===== config.mk =====
export PLATFORM = sky130hd
export DESIGN_NAME = nsled_top
export DESIGN_NICKNAME = d
export VERILOG_FILES = /design/src/design/nsled_pkg.sv /design/src/design/nsled_blink.sv /design/src/design/nsled_top.sv
export SDC_FILE = /design/constraint.sdc
export NUM_CORES = 1
export LEC_CHECK = 0
export BUFFER_PORTS_ARGS = -buffer_cell sky130_fd_sc_hd__buf_2
export CORE_MARGIN = 2
export CORE_UTILIZATION = 40
export DETAILED_ROUTE_END_ITERATION = 10
export GPL_TIMING_DRIVEN = 0
export HOLD_SLACK_MARGIN = 0.03
export MAX_ROUTING_LAYER = met4
export PLACE_DENSITY = 0.68
export SYNTH_ARGS = -nofsm -noshare
export SYNTH_HDL_FRONTEND = slang
export SYNTH_SLANG_ARGS = --single-unit

===== constraint.sdc =====
create_clock -name i_clk -period 1.86 [get_ports i_clk]
set_input_delay 0.093 -clock i_clk [delete_from_list [all_inputs] [get_ports i_clk]]
set_output_delay 0.093 -clock i_clk [all_outputs]
set_load 0.01 [all_outputs]

===== src/design/nsled_pkg.sv =====
// Constants and carriers for the network status indicator driver.
// Assumes a single 50 MHz clock domain.
package nsled_pkg;
	// -------------------------------------------------------------
	// Timing
	// -------------------------------------------------------------
	localparam int unsigned CLK_HZ = 50000000;
	localparam int unsigned LIT_TIME_MS = 1000;
	localparam int unsigned DARK_TIME_MS = 2000;
	localparam int unsigned LIT_CYCLES = (CLK_HZ / 1000) * LIT_TIME_MS;
	localparam int unsigned DARK_CYCLES = (CLK_HZ / 1000) * DARK_TIME_MS;
	localparam int unsigned TMR_W = 32;

	// -------------------------------------------------------------
	// Pin function select values
	// -------------------------------------------------------------
	localparam logic [1:0] PIN_FUNC_GPIO_IN = 2'h0;
	localparam logic [1:0] PIN_FUNC_GPIO_OUT = 2'h1;
	localparam logic [1:0] PIN_FUNC_ALT_LED = 2'h2;
	localparam logic [1:0] PIN_FUNC_RESET = 2'h0;

	// -------------------------------------------------------------
	// Network state codes
	// -------------------------------------------------------------
	typedef enum logic [2:0] {
		NSLED_NET_OFF = 3'h0,
		NSLED_NET_NOT_REG = 3'h1,
		NSLED_NET_REG_IDLE = 3'h2,
		NSLED_NET_REG_PSAVE = 3'h3,
		NSLED_NET_CONNECTING = 3'h4
	} nsled_net_t;

	// Pin configuration command
	typedef struct packed {
		logic valid;
		logic [1:0] func;
		logic value;
	} nsled_pin_cmd_t;

	// Pin drive bundle
	typedef struct packed {
		logic out;
		logic oe;
	} nsled_pin_t;
endpackage : nsled_pkg


===== src/design/nsled_blink.sv =====
// Blink generator: lit phase then dark phase, repeating.
// Assumes i_restart pulses when the pattern is (re)entered.
`timescale 1ns/1ps
`default_nettype none
module nsled_blink #(
	parameter int unsigned LIT_CYC = nsled_pkg::LIT_CYCLES,
	parameter int unsigned DARK_CYC = nsled_pkg::DARK_CYCLES
) (
	input wire logic i_clk,
	input wire logic i_rst_n,
	input wire logic i_run,
	input wire logic i_restart,
	output logic o_lit
);
	import nsled_pkg::*;

	localparam logic [TMR_W-1:0] LIT_LAST = TMR_W'(LIT_CYC - 1);
	localparam logic [TMR_W-1:0] DARK_LAST = TMR_W'(DARK_CYC - 1);

	logic [TMR_W-1:0] count;
	logic lit;

	// -------------------------------------------------------------
	// Phase timer
	// -------------------------------------------------------------
	always_ff @(posedge i_clk) begin
		if (!i_rst_n || !i_run) begin
			count <= '0;
			lit <= 1'b1; // Parked at the start of the lit phase
		end else if (i_restart) begin
			// Entry cycle already shows lit, so it is the first lit cycle
			count <= (LIT_LAST == '0) ? '0 : TMR_W'(1);
			lit <= (LIT_LAST != '0);
		end else if (lit && count == LIT_LAST) begin
			count <= '0;
			lit <= 1'b0; // 1 s lit done
		end else if (!lit && count == DARK_LAST) begin
			count <= '0;
			lit <= 1'b1; // 2 s dark done
		end else begin
			count <= count + 1'b1;
		end
	end

	assign o_lit = lit;
endmodule : nsled_blink
`default_nettype wire


===== src/design/nsled_top.sv =====
// Network status indicator driver on general pin one.
// Assumes state inputs synchronous to i_clk; an external transistor drives the LED.
//
// How it works
// - The indicator output reports network service availability and call state.
// - The indicator drives the pin only once a configuration command selects the alternate function; before that the pin is plain GPIO.
// - Not registered holds the indicator steadily lit.
// - Registered idle blinks lit one second then dark two seconds.
// - Connecting uses the same one second lit, two seconds dark blink.
// - Registered idle in power saving follows the paging-synchronised wakeup event.
`timescale 1ns/1ps
`default_nettype none
module nsled_top #(
	parameter int unsigned LIT_CYC = nsled_pkg::LIT_CYCLES,
	parameter int unsigned DARK_CYC = nsled_pkg::DARK_CYCLES
) (
	input wire logic i_clk,
	input wire logic i_rst_n,
	input wire nsled_pkg::nsled_pin_cmd_t i_pin_cmd,
	input wire nsled_pkg::nsled_net_t i_net_state,
	input wire logic i_wake_event,
	input wire logic i_pin_in,
	output logic o_pin_out,
	output logic o_pin_oe,
	output logic o_gpio_in,
	output logic o_alt_active
);
	import nsled_pkg::*;

	logic [1:0] func;
	logic gpio_value;
	logic gpio_in;
	nsled_net_t prev_state;
	logic blink_mode;
	logic restart;
	logic blink_lit;
	logic lamp;
	nsled_pin_t next_pin;
	nsled_pin_t pin;

	// -------------------------------------------------------------
	// Pin configuration
	// -------------------------------------------------------------
	always_ff @(posedge i_clk) begin
		if (!i_rst_n) begin
			func <= PIN_FUNC_RESET;
			gpio_value <= 1'b0;
		end else if (i_pin_cmd.valid) begin
			func <= i_pin_cmd.func; // Alternate function only by command
			gpio_value <= i_pin_cmd.value;
		end
	end

	// Input readback; meaningful in input mode
	always_ff @(posedge i_clk) begin
		if (!i_rst_n) begin
			gpio_in <= 1'b0;
		end else begin
			gpio_in <= i_pin_in;
		end
	end

	// -------------------------------------------------------------
	// Blink entry detect
	// -------------------------------------------------------------
	assign blink_mode = (i_net_state == NSLED_NET_REG_IDLE) ||
		(i_net_state == NSLED_NET_CONNECTING);

	always_ff @(posedge i_clk) begin
		if (!i_rst_n) begin
			prev_state <= NSLED_NET_OFF;
		end else begin
			prev_state <= i_net_state;
		end
	end

	// Idle and connecting share one pattern, so moving between them keeps phase
	assign restart = blink_mode && !((prev_state == NSLED_NET_REG_IDLE) ||
		(prev_state == NSLED_NET_CONNECTING));

	nsled_blink #(
		.LIT_CYC(LIT_CYC),
		.DARK_CYC(DARK_CYC)
	) u_blink (
		.i_clk(i_clk),
		.i_rst_n(i_rst_n),
		.i_run(blink_mode),
		.i_restart(restart),
		.o_lit(blink_lit)
	);

	// -------------------------------------------------------------
	// Lamp pattern from network state
	// -------------------------------------------------------------
	always_comb begin
		unique case (i_net_state)
			NSLED_NET_OFF: lamp = 1'b0;
			NSLED_NET_NOT_REG: lamp = 1'b1; // Steady, no blink
			NSLED_NET_REG_IDLE: lamp = blink_lit;
			NSLED_NET_CONNECTING: lamp = blink_lit;
			NSLED_NET_REG_PSAVE: lamp = i_wake_event; // Paging-timed wakeup
			default: lamp = 1'b0;
		endcase
	end

	always_comb begin
		next_pin.out = 1'b0;
		next_pin.oe = 1'b0;
		unique case (func)
			PIN_FUNC_ALT_LED: begin
				next_pin.out = lamp;
				next_pin.oe = 1'b1;
			end
			PIN_FUNC_GPIO_OUT: begin
				next_pin.out = gpio_value;
				next_pin.oe = 1'b1;
			end
			default: begin
				next_pin.out = 1'b0; // Input: pin released
				next_pin.oe = 1'b0;
			end
		endcase
	end

	// -------------------------------------------------------------
	// Registered outputs
	// -------------------------------------------------------------
	always_ff @(posedge i_clk) begin
		if (!i_rst_n) begin
			pin <= '0; // Dark and released in reset
		end else begin
			pin <= next_pin;
		end
	end

	always_ff @(posedge i_clk) begin
		if (!i_rst_n) begin
			o_alt_active <= 1'b0;
		end else begin
			o_alt_active <= (func == PIN_FUNC_ALT_LED);
		end
	end

	assign o_pin_out = pin.out;
	assign o_pin_oe = pin.oe;
	assign o_gpio_in = gpio_in;
endmodule : nsled_top
`default_nettype wire


==> results.yml, run 1 <==
cells_and_area:
  nNetsFinal: 275
  n_antenna_cell: 0
  utilization_pct: 54.79
  area_growth_pct: 30.94
  post_layout_nonfiller_instances: 329
  design_area_sq_um: 2605
  layout_common_cells: "dfxtp_1 (30), nor3_1 (22), xor2_1 (22)"
  drive_above_1_share_pct: 31.30
  final_common_cell: "dfxtp_1"
timing:
  fin_crit_sh_pct: 101.3
  maxSlewViolCount: 0
  hold-worst-slack_ns: 0.04557
  max_slew.worst_pin.slew_ns: 0.6696
  finalSetupViolCount: 11
  timing.final.ws_setup_ns: -0.02471
  hold_violations: 0
  fmax_mhz: 530.6
  rsz0062_at_grt: "yes"
  skew_ns: 0.008434
  fin_crit_ns: 1.885
  slew_headroom_pct: 55.36
critical_path:
  slowest_stage: "dfxtp_4"
  r2r-start: "u_blink.count[1]"
  slowest_delay_ns: 0.37
  path_class: "register to register"
  path_cells: "ha_4, nand2_4, or3_4, or3_4, a21oi_4, buf_6, buf_6, nor3_1"
  critPathCaptureType: "register"
  cp_max_fo: 5
  worstPathArrival_ns: 2.05
  cp-start-kind: "register"
  path_buf_inv: 2
  required_ns: 2.03
  crit_family: "simple AND/OR/NAND/NOR gates"
  critPathLaunch: "u_blink.count[1]"
clock_tree:
  clock_latency_ns: 0.30
  clk_pin_slew_ns: 0.09
  cts_buffers: 5
  cts_root_buffer: "clkbuf_8"
  htreeDepth: 2
  clk_path_buf_depth: 2
  cts_tree: "yes"
  cts_sinks: 43
grt:
  grt_pass1_vias: 1536
  grt_max_degree: 14
  grt_usage_pct: 17.72
  grt_pass1_wl_um: 7279
  grt_overflow: 0
  antenna_found_initial: 0
place:
  port_buffers: 14
  gp_congestion: 0.7799
  dp_cells: 296
  place_area_sq_um: 2151
  place_hpwl_um: 2694
drt:
  ant_nets: 0
  viasPerCell: 5.301
  drt_iter0_markers: 79
  vias: 1744
  drc: 0
  dr.pass1.iters: 4
  drt-total-wl_um: 4522
  routedWlPerCell_um: 13.74
floorplanning:
  die_area_sq_um: 5554
  coreArea_sq_um: 4755
  start_util_pct: 41.84
  rows: 25
  die_x_um: 74.53
  die_y_um: 74.53
  ioPinCount: 15
logic_synthesis:
  synth_seq_area_share_pct: 43.27
  async_reset_ff_share_pct: 0
  synth_area_per_cell_sq_um: 9.253
  synth_cells: 215
  ys.flop_type: "dfxtp_1"
  syn_nets: 229
  ys_types: 34
  synth_edf_count: 0
  ys_ff_latch: 43
  netlist_area_sq_um: 1989
  synth_warnings: 0
power_and_ir_drop:
  fin_total_pwr_w: 0.001582
  ir_drop_uv: 324.7
  leakagePower_nw: 0.9469
  p_per_area_nw_per_um2: 607.4
run:
  maxCapViolations: 0
status:
  violations: "setup timing"
  outcome: "complete, but fails checks"
min_path:
  hp-start: "i_net_state[2]"
  min_path_type: "primary input to register"
[Yosys cell counts, types with 4 or more instances]
master	instances	area share, %
and2_1	6	1.9
and3_1	4	1.3
clkbuf_1	4	0.75
dfxtp_1	43	43
inv_1	7	1.3
nand2_1	12	2.3
nand3_1	14	3.5
nand4_1	13	4.1
nor2_1	11	2.1
nor2b_1	5	1.6
nor3_1	32	8.1
nor4_1	4	1.3
xnor2_1	10	4.4
xor2_1	22	9.7
[worst register-to-register path: cells and delay by family, from the launching register on]
kind | cells | cell delay (ns)
AND/OR/NAND/NOR | 4 | 0.81
buffers and inverters | 2 | 0.27
adder cells (fa/ha/maj) | 1 | 0.14
flip-flops | 1 | 0.37
AO/OA/AOI/OAI | 1 | 0.15
[worst paths after layout]
kind | endpoint | slack, ns | cells past startpoint
setup / recovery | u_blink.count[5] | -0.02 | 8
hold / removal | prev_state[2] | 0.05 | 2
setup reg to reg | u_blink.count[5] | -0.02 | 8
hold reg to reg | u_blink.count[0] | 0.49 | 2
[final cells by class]
cell class                 count  area, sq um
fill                         433         2150
multi-input combinational    158         1185
sequential                    43        892.1
timing repair buffer          39        284.0
tap                           67        83.83
clock buffer                   6        72.57
buffer                         7        48.80
inverter                       7        26.28
clock inverter                 2        12.51
[cells by family (layout without fill, tap and decap cells)]
kind of cell             after synthesis  after routing  synth area share [%]
AND/OR/NAND/NOR                      114            114                 32.89
flip-flops                            43             43                 43.27
XOR/XNOR                              32             32                 14.09
buffers and inverters                 14             61                 3.773
AO/OA/AOI/OAI                          6              6                 2.579
adder cells (fa/ha/maj)                3              3                 1.887
multiplexers                           3              3                 1.509
[where the power goes]
group / total, W / internal (W) / switching, W
registers: 0.000929 / 0.000923 / 0.00000559
logic: 0.0000691 / 0.0000357 / 0.0000333
clock network: 0.000584 / 0.000263 / 0.000322
total: 0.00158 / 0.00122 / 0.000361
[stage by stage]
step                  TNS (ns)  setup slack [ns]
floorplan                    0          0.005848
global placement        -4.296           -0.2208
detailed placement      -4.652           -0.2463
CTS                 -0.0001357        -0.0001357
global route            -1.620          -0.07150
finish                 -0.1365          -0.02471
[per-layer routing]
metal / global-route usage, % / vias up / routed length (um)
met2: 27.53 / 34 / 2187
met3: 3.252 / 14 / 137
met4: 7.540 / 0 / 125
li1: - / 855 / -
met5: - / - / 0
met1: 22.58 / 841 / 2071
[sequential cells by signal, summed over array words and instances, names as in the netlist]
register	flops
o_gpio_in	1
o_pin_oe	1
func	2
prev_state	3
u_blink.count	32
gpio_value	1
o_alt_active	1
o_pin_out	1
u_blink.o_lit	1
[repair_timing]
item,in CTS,in global routing
pin swaps,5,11
hold endpoints to repair,3,0
resized for setup,24,23
setup endpoints to repair,31,32
hold buffers,3,0
buffers inserted,8,11
cloned,3,0
Note: power is estimated with default switching activity, not from simulation.
==> run 2, diff against run 1 <==
--- a/config.mk
+++ b/config.mk
@@ -8,4 +8,5 @@
 export BUFFER_PORTS_ARGS = -buffer_cell sky130_fd_sc_hd__buf_2
+export CAP_MARGIN = 20
 export CORE_MARGIN = 2
-export CORE_UTILIZATION = 40
+export CORE_UTILIZATION = 45
 export DETAILED_ROUTE_END_ITERATION = 10
@@ -14,3 +15,3 @@
 export MAX_ROUTING_LAYER = met4
-export PLACE_DENSITY = 0.68
+export PLACE_DENSITY = 0.74
 export SYNTH_ARGS = -nofsm -noshare
--- a/constraint.sdc
+++ b/constraint.sdc
@@ -3,2 +3,2 @@
 set_output_delay 0.093 -clock i_clk [all_outputs]
-set_load 0.01 [all_outputs]
+set_load 0.02 [all_outputs]
==> run 2 against run 1 <==
- the flow still finishes with violations (setup timing)
- hold slack got worse by 0.0095 ns
- final area decreased by 0.86%
- critical path depth unchanged
- clock skew decreased by 0.0017 ns
- largest power group unchanged
- fmax increased by 0.17%
- non-clock buffer count decreased by 3
- combinational power increased by 6.5%
- sequential share of layout area decreased by 0.14 points
==> results.yml, run 2 (same netlist as run 1, synthesis figures left out) <==
grt:
  use_met2_pct: 35.32
  antenna_found_initial: 0
  grt_busiest_layer: "met2"
  grt_util_met3_pct: 3.896
  grt_util_met1_pct: 25.29
  grt_overflow: 0
  grt_pass1_wl_um: 7983
  grt_pass1_vias: 1692
  grt_usage_pct: 21.20
  grt_max_degree: 16
cells_and_area:
  multiInputGateArea_sq_um: 1181
  layout_common_cells: "dfxtp_1 (33), xor2_1 (22), nor3_1 (19)"
  largest_reg_flops: 32
  nNetsFinal: 272
  utilization_pct: 60.14
  n_antenna_cell: 0
  design_area_sq_um: 2582
  area_growth_pct: 29.81
  final-seq-area_sq_um: 880.8
  drive_above_1_share_pct: 30.50
  fill_cells: 366
  regMostFlops: "u_blink.count"
  final_common_cell: "dfxtp_1"
  reg_top3: "u_blink.count: 32 flops, prev_state: 3 flops, func: 2 flops"
clock_tree:
  clock_latency_ns: 0.30
  clk_pin_slew_ns: 0.09
  cts_tree: "yes"
  clk_path_buf_depth: 2
  cts_root_buffer: "clkbuf_8"
  cts_sinks: 43
  cts_buffers: 5
  htreeDepth: 2
status:
  outcome: "complete, but fails checks"
  violations: "setup timing"
critical_path:
  required_ns: 2.02
  worst-r2r-cell-count: 8
  slowest_delay_ns: 0.37
  slowest_stage: "dfxtp_2"
  cp_max_fo: 5
  cp-start-kind: "register"
  critPathCaptureType: "register"
  cp.depth: 8
  crit_family: "simple AND/OR/NAND/NOR gates"
  path_cells: "ha_4, nand2_4, or3_4, or3_4, a21oi_4, buf_6, buf_6, nor3_1"
  path_buf_inv: 2
  worstPathArrival_ns: 2.04
  path_class: "register to register"
timing:
  maxSlewViolCount: 0
  max_slew.worst_pin.slew_ns: 0.6672
  finalSetupViolCount: 18
  fin_crit_ns: 1.882
  hold_violations: 0
  slew_headroom_pct: 55.52
  rsz0062_at_grt: "yes"
  fmax_mhz: 531.5
  fin_crit_sh_pct: 101.2
  skew_ns: 0.006718
  timing.final.ws_setup_ns: -0.02152
place:
  gp_congestion: 0.8259
  place_hpwl_um: 2628
  place_area_sq_um: 2132
  port_buffers: 14
power_and_ir_drop:
  leakagePower_nw: 0.9433
  ir_drop_uv: 441.6
  p_per_area_nw_per_um2: 680.5
drt:
  drt_iter0_markers: 131
  vias: 1713
  drt-total-wl_um: 4777
  dr.pass1.iters: 4
  viasPerCell: 5.508
  ant_nets: 0
  drc: 0
  routedWlPerCell_um: 15.36
floorplanning:
  coreArea_sq_um: 4294
  rows: 24
  start_util_pct: 46.33
  die_x_um: 70.49
  ioPinCount: 15
  die_area_sq_um: 4969
  die_y_um: 70.49
min_path:
  min_path_type: "primary input to register"
  min_delay_path_depth: 2
run:
  maxCapViolations: 0
## run 2: power by group
group	total, W	switching [W]	internal (W)
Combinational	0.0000736	0.0000380	0.0000356
Clock	0.000749	0.000342	0.000407
Sequential	0.000934	0.00000656	0.000928
Total	0.00176	0.000387	0.00137
## run 2: worst register-to-register path, delay by kind of cell (launching register included)
family	cells	cell delay [ns]
buf+inv	2	0.26
fa+ha+maj	1	0.15
compound gates	1	0.17
simple gates	4	0.79
flops	1	0.37
## run 2: routing by layer
metal	vias to the layer above	wire length, um
met1	819	2062
met5	-	0
met2	36	2434
met3	10	171
met4	0	108
li1	848	-
## run 2: stage by stage
step	std cells	power [W]	setup WS, ns	TNS [ns]	hold WS [ns]
6_report	311	0.001757	-0.02152	-0.2044	0.03611
3_3_place_gp	281	0.001021	-0.2295	-4.359	0.2979
2_1_floorplan	215	0.0009976	0.005848	0	0.2147
4_1_cts	307	0.001770	-0.009859	-0.09914	0.03247
3_5_place_dp	281	0.001024	-0.2485	-4.758	0.3021
5_1_grt	311	0.001825	-0.08302	-1.937	0.04622
## run 2: repair_timing
action | 4_1_cts | 5_1_grt
pin swaps | 10 | 12
buffers inserted | 12 | 4
gates resized for setup | 28 | 14
endpoints found under the hold margin | 3 | 0
hold buffers | 3 | 0
gates cloned | 3 | 1
endpoints found under the setup margin | 31 | 30
## run 2: path summary, 6_finish.rpt
check	from	end	slack, ns
max	u_blink.count[0]	u_blink.count[7]	-0.02
min	i_net_state[2]	prev_state[2]	0.04
max reg2reg	u_blink.count[0]	u_blink.count[7]	-0.02
min reg2reg	prev_state[0]	u_blink.count[0]	0.53
## run 2: cell type report
| type | count | area share [%] |
|---|---|---|
| clock inverters | 3 | 1.841 |
| multi-input cells | 158 | 45.74 |
| well taps | 52 | 2.519 |
| inverters | 7 | 1.017 |
| plain buffers | 7 | 1.890 |
| repair buffers | 36 | 10.22 |
| flip-flops and latches | 43 | 34.11 |
| clock buffers | 5 | 2.665 |
==> run 3, diff against run 2 <==
--- a/config.mk
+++ b/config.mk
@@ -11,2 +11,3 @@
 export CORE_UTILIZATION = 45
+export CTS_CLUSTER_SIZE = 14
 export DETAILED_ROUTE_END_ITERATION = 10
@@ -15,3 +16,3 @@
 export MAX_ROUTING_LAYER = met4
-export PLACE_DENSITY = 0.74
+export PLACE_DENSITY_LB_ADDON = 0.05
 export SYNTH_ARGS = -nofsm -noshare
==> constraint.sdc (replaced) <==
create_clock -name i_clk -period 1.86 [get_ports i_clk]
set_input_delay 0.186 -clock i_clk [delete_from_list [all_inputs] [get_ports i_clk]]
set_output_delay 0.186 -clock i_clk [all_outputs]
set_load 0.02 [all_outputs]
==> run 3 against run 2 <==
- the run still ends with setup timing left
- global-route usage fell by 0.082 points
- cell count up 0.96%
- sequential power is essentially flat
- fmax fell by 2.8%
- clock-buffer cell count is the same
- clock skew up 0.0010 ns
- sequential cell count did not move
- register-to-register slack got worse by 0.05 ns
- via count shrank 1.3%
- hold slack better by 0.057 ns
- critical endpoint is now u_blink.count[30]
==> results.yml, run 3 (same netlist as run 1, synthesis figures left out) <==
timing:
  rsz0062_at_grt: "yes"
  max_slew.worst_pin.slew_ns: 0.6826
  maxSlewViolCount: 0
  skew_ns: 0.007734
  hold_violations: 0
  fmax_mhz: 516.8
  finalSetupViolCount: 32
  fin_crit_ns: 1.935
  fin_crit_sh_pct: 104.0
  slew_headroom_pct: 54.49
  timing.final.ws_setup_ns: -0.07506
cells_and_area:
  drive_above_1_share_pct: 31.68
  largest_reg_flops: 32
  area_growth_pct: 28.93
  regMostFlops: "u_blink.count"
  n_antenna_cell: 0
  nNetsFinal: 275
  final_common_cell: "dfxtp_1"
  layout_common_cells: "dfxtp_1 (33), xor2_1 (22), buf_4 (20)"
  reg_top3: "u_blink.count: 32 flops, prev_state: 3 flops, func: 2 flops"
  post_layout_nonfiller_instances: 314
critical_path:
  required_ns: 2.02
  path_class: "register to register"
  cp-start-kind: "register"
  critPathLaunch: "u_blink.count[0]"
  cp_max_fo: 5
  critPathCaptureType: "register"
  worstPathArrival_ns: 2.09
  r2r-start: "u_blink.count[0]"
drt:
  routedWlPerCell_um: 14.90
  vias: 1691
  drt-total-wl_um: 4678
  viasPerCell: 5.385
  dr.pass1.iters: 4
  drc: 0
  drt_iter0_markers: 90
  ant_nets: 0
clock_tree:
  clk_pin_slew_ns: 0.08
  htreeDepth: 2
  cts_root_buffer: "clkbuf_8"
  clock_latency_ns: 0.30
  ctsHoldBuffers: 0
  cts_buffers: 5
  cts_sinks: 43
  cts_tree: "yes"
  clk_path_buf_depth: 2
power_and_ir_drop:
  switching_power_w: 0.0003547
  clockPowerShare_pct: 36.2
  ir_drop_uv: 477.7
  swShare_pct: 22.58
  intPower_w: 0.001216
  power_frac_comb_pct: 4.4
  leakagePower_nw: 0.9472
  p_per_area_nw_per_um2: 612.5
  seqPwrFrac_pct: 59.4
floorplanning:
  coreArea_sq_um: 4294
  start_util_pct: 46.33
  rows: 24
  die_y_um: 70.49
  die_area_sq_um: 4969
  die_x_um: 70.49
  ioPinCount: 15
place:
  dpl_worst_slack_ns: -0.2640
  port_buffers: 14
  place_hpwl_um: 2908
  gp_congestion: 0.8190
  dp_cells: 281
grt:
  grt_pass1_wl_um: 8121
  grt_pass1_vias: 1727
  grt_overflow: 0
  grt_usage_pct: 21.12
  antenna_found_initial: 0
  grt_max_degree: 14
run:
  maxCapViolations: 0
status:
  outcome: "complete, but fails checks"
  violations: "setup timing"
min_path:
  min_path_type: "primary input to register"
  hp-start: "i_pin_in"
run 3: timing repair:
item                                    CTS  global route
endpoints found under the setup margin   32            32
gates cloned                              3             0
setup buffers                            13             9
pin swaps                                12             7
resized for setup                        27            14
run 3: final cells by class:
cell class              count  area (sq um)
clock inverters             3         15.01
repair buffers             39         270.3
inverters                   7         26.28
flip-flops and latches     43         883.3
multi-input cells         158          1180
clock buffers               5         68.82
fillers                   394          1729
well taps                  52         65.06
plain buffers               7         56.30
run 3: final timing paths:
path | to | slack, ns | depth (start not counted)
min reg2reg | u_blink.count[0] | 0.51 | 2
max | u_blink.count[30] | -0.08 | 8
max reg2reg | u_blink.count[30] | -0.08 | 8
min | o_gpio_in | 0.09 | 2
run 3: power by group through the flow:
stage / Sequential, W / Clock [W] / Combinational [W]
after floorplan: 0.000964 / 0 / 0.0000341
after global placement: 0.000959 / 0 / 0.0000617
after detailed placement: 0.000960 / 0 / 0.0000637
after CTS: 0.000935 / 0.000585 / 0.0000669
after global routing: 0.000934 / 0.000634 / 0.0000778
final: 0.000933 / 0.000569 / 0.0000692
run 3: metrics by stage:
stage / utilization, % / hold WS [ns] / total power (W) / setup TNS [ns] / cell area, sq um
final: 59.73 / 0.09306 / 0.001571 / -1.742 / 2565
after detailed placement: 49.65 / 0.4072 / 0.001024 / -5.518 / 2132
after global routing: 59.73 / 0.1075 / 0.001646 / -3.454 / 2565
after global placement: 49.65 / 0.3926 / 0.001021 / -5.055 / 2132
after floorplan: - / 0.3077 / 0.0009976 / 0 / 1997
after CTS: 56.73 / 0.09384 / 0.001588 / -1.689 / 2436
run 3: critical path, cell delays in order, from the launching register on:
cell and delay, ns:
dfxtp_2 0.36, ha_4 0.15, nand2_4 0.05, or3_4 0.34, or3_4 0.38, a21oi_4 0.20
buf_6 0.14, buf_8 0.12, nor3_1 0.05
run 3: per-layer routing:
| layer | global-route usage [%] | wire (um) | up-vias |
|---|---|---|---|
| li1 | - | - | 849 |
| met1 | 26.04 | 2096 | 812 |
| met2 | 33.86 | 2345 | 21 |
| met3 | 4.762 | 149 | 9 |
| met4 | 7.692 | 87 | 0 |
| met5 | - | 0 | - |
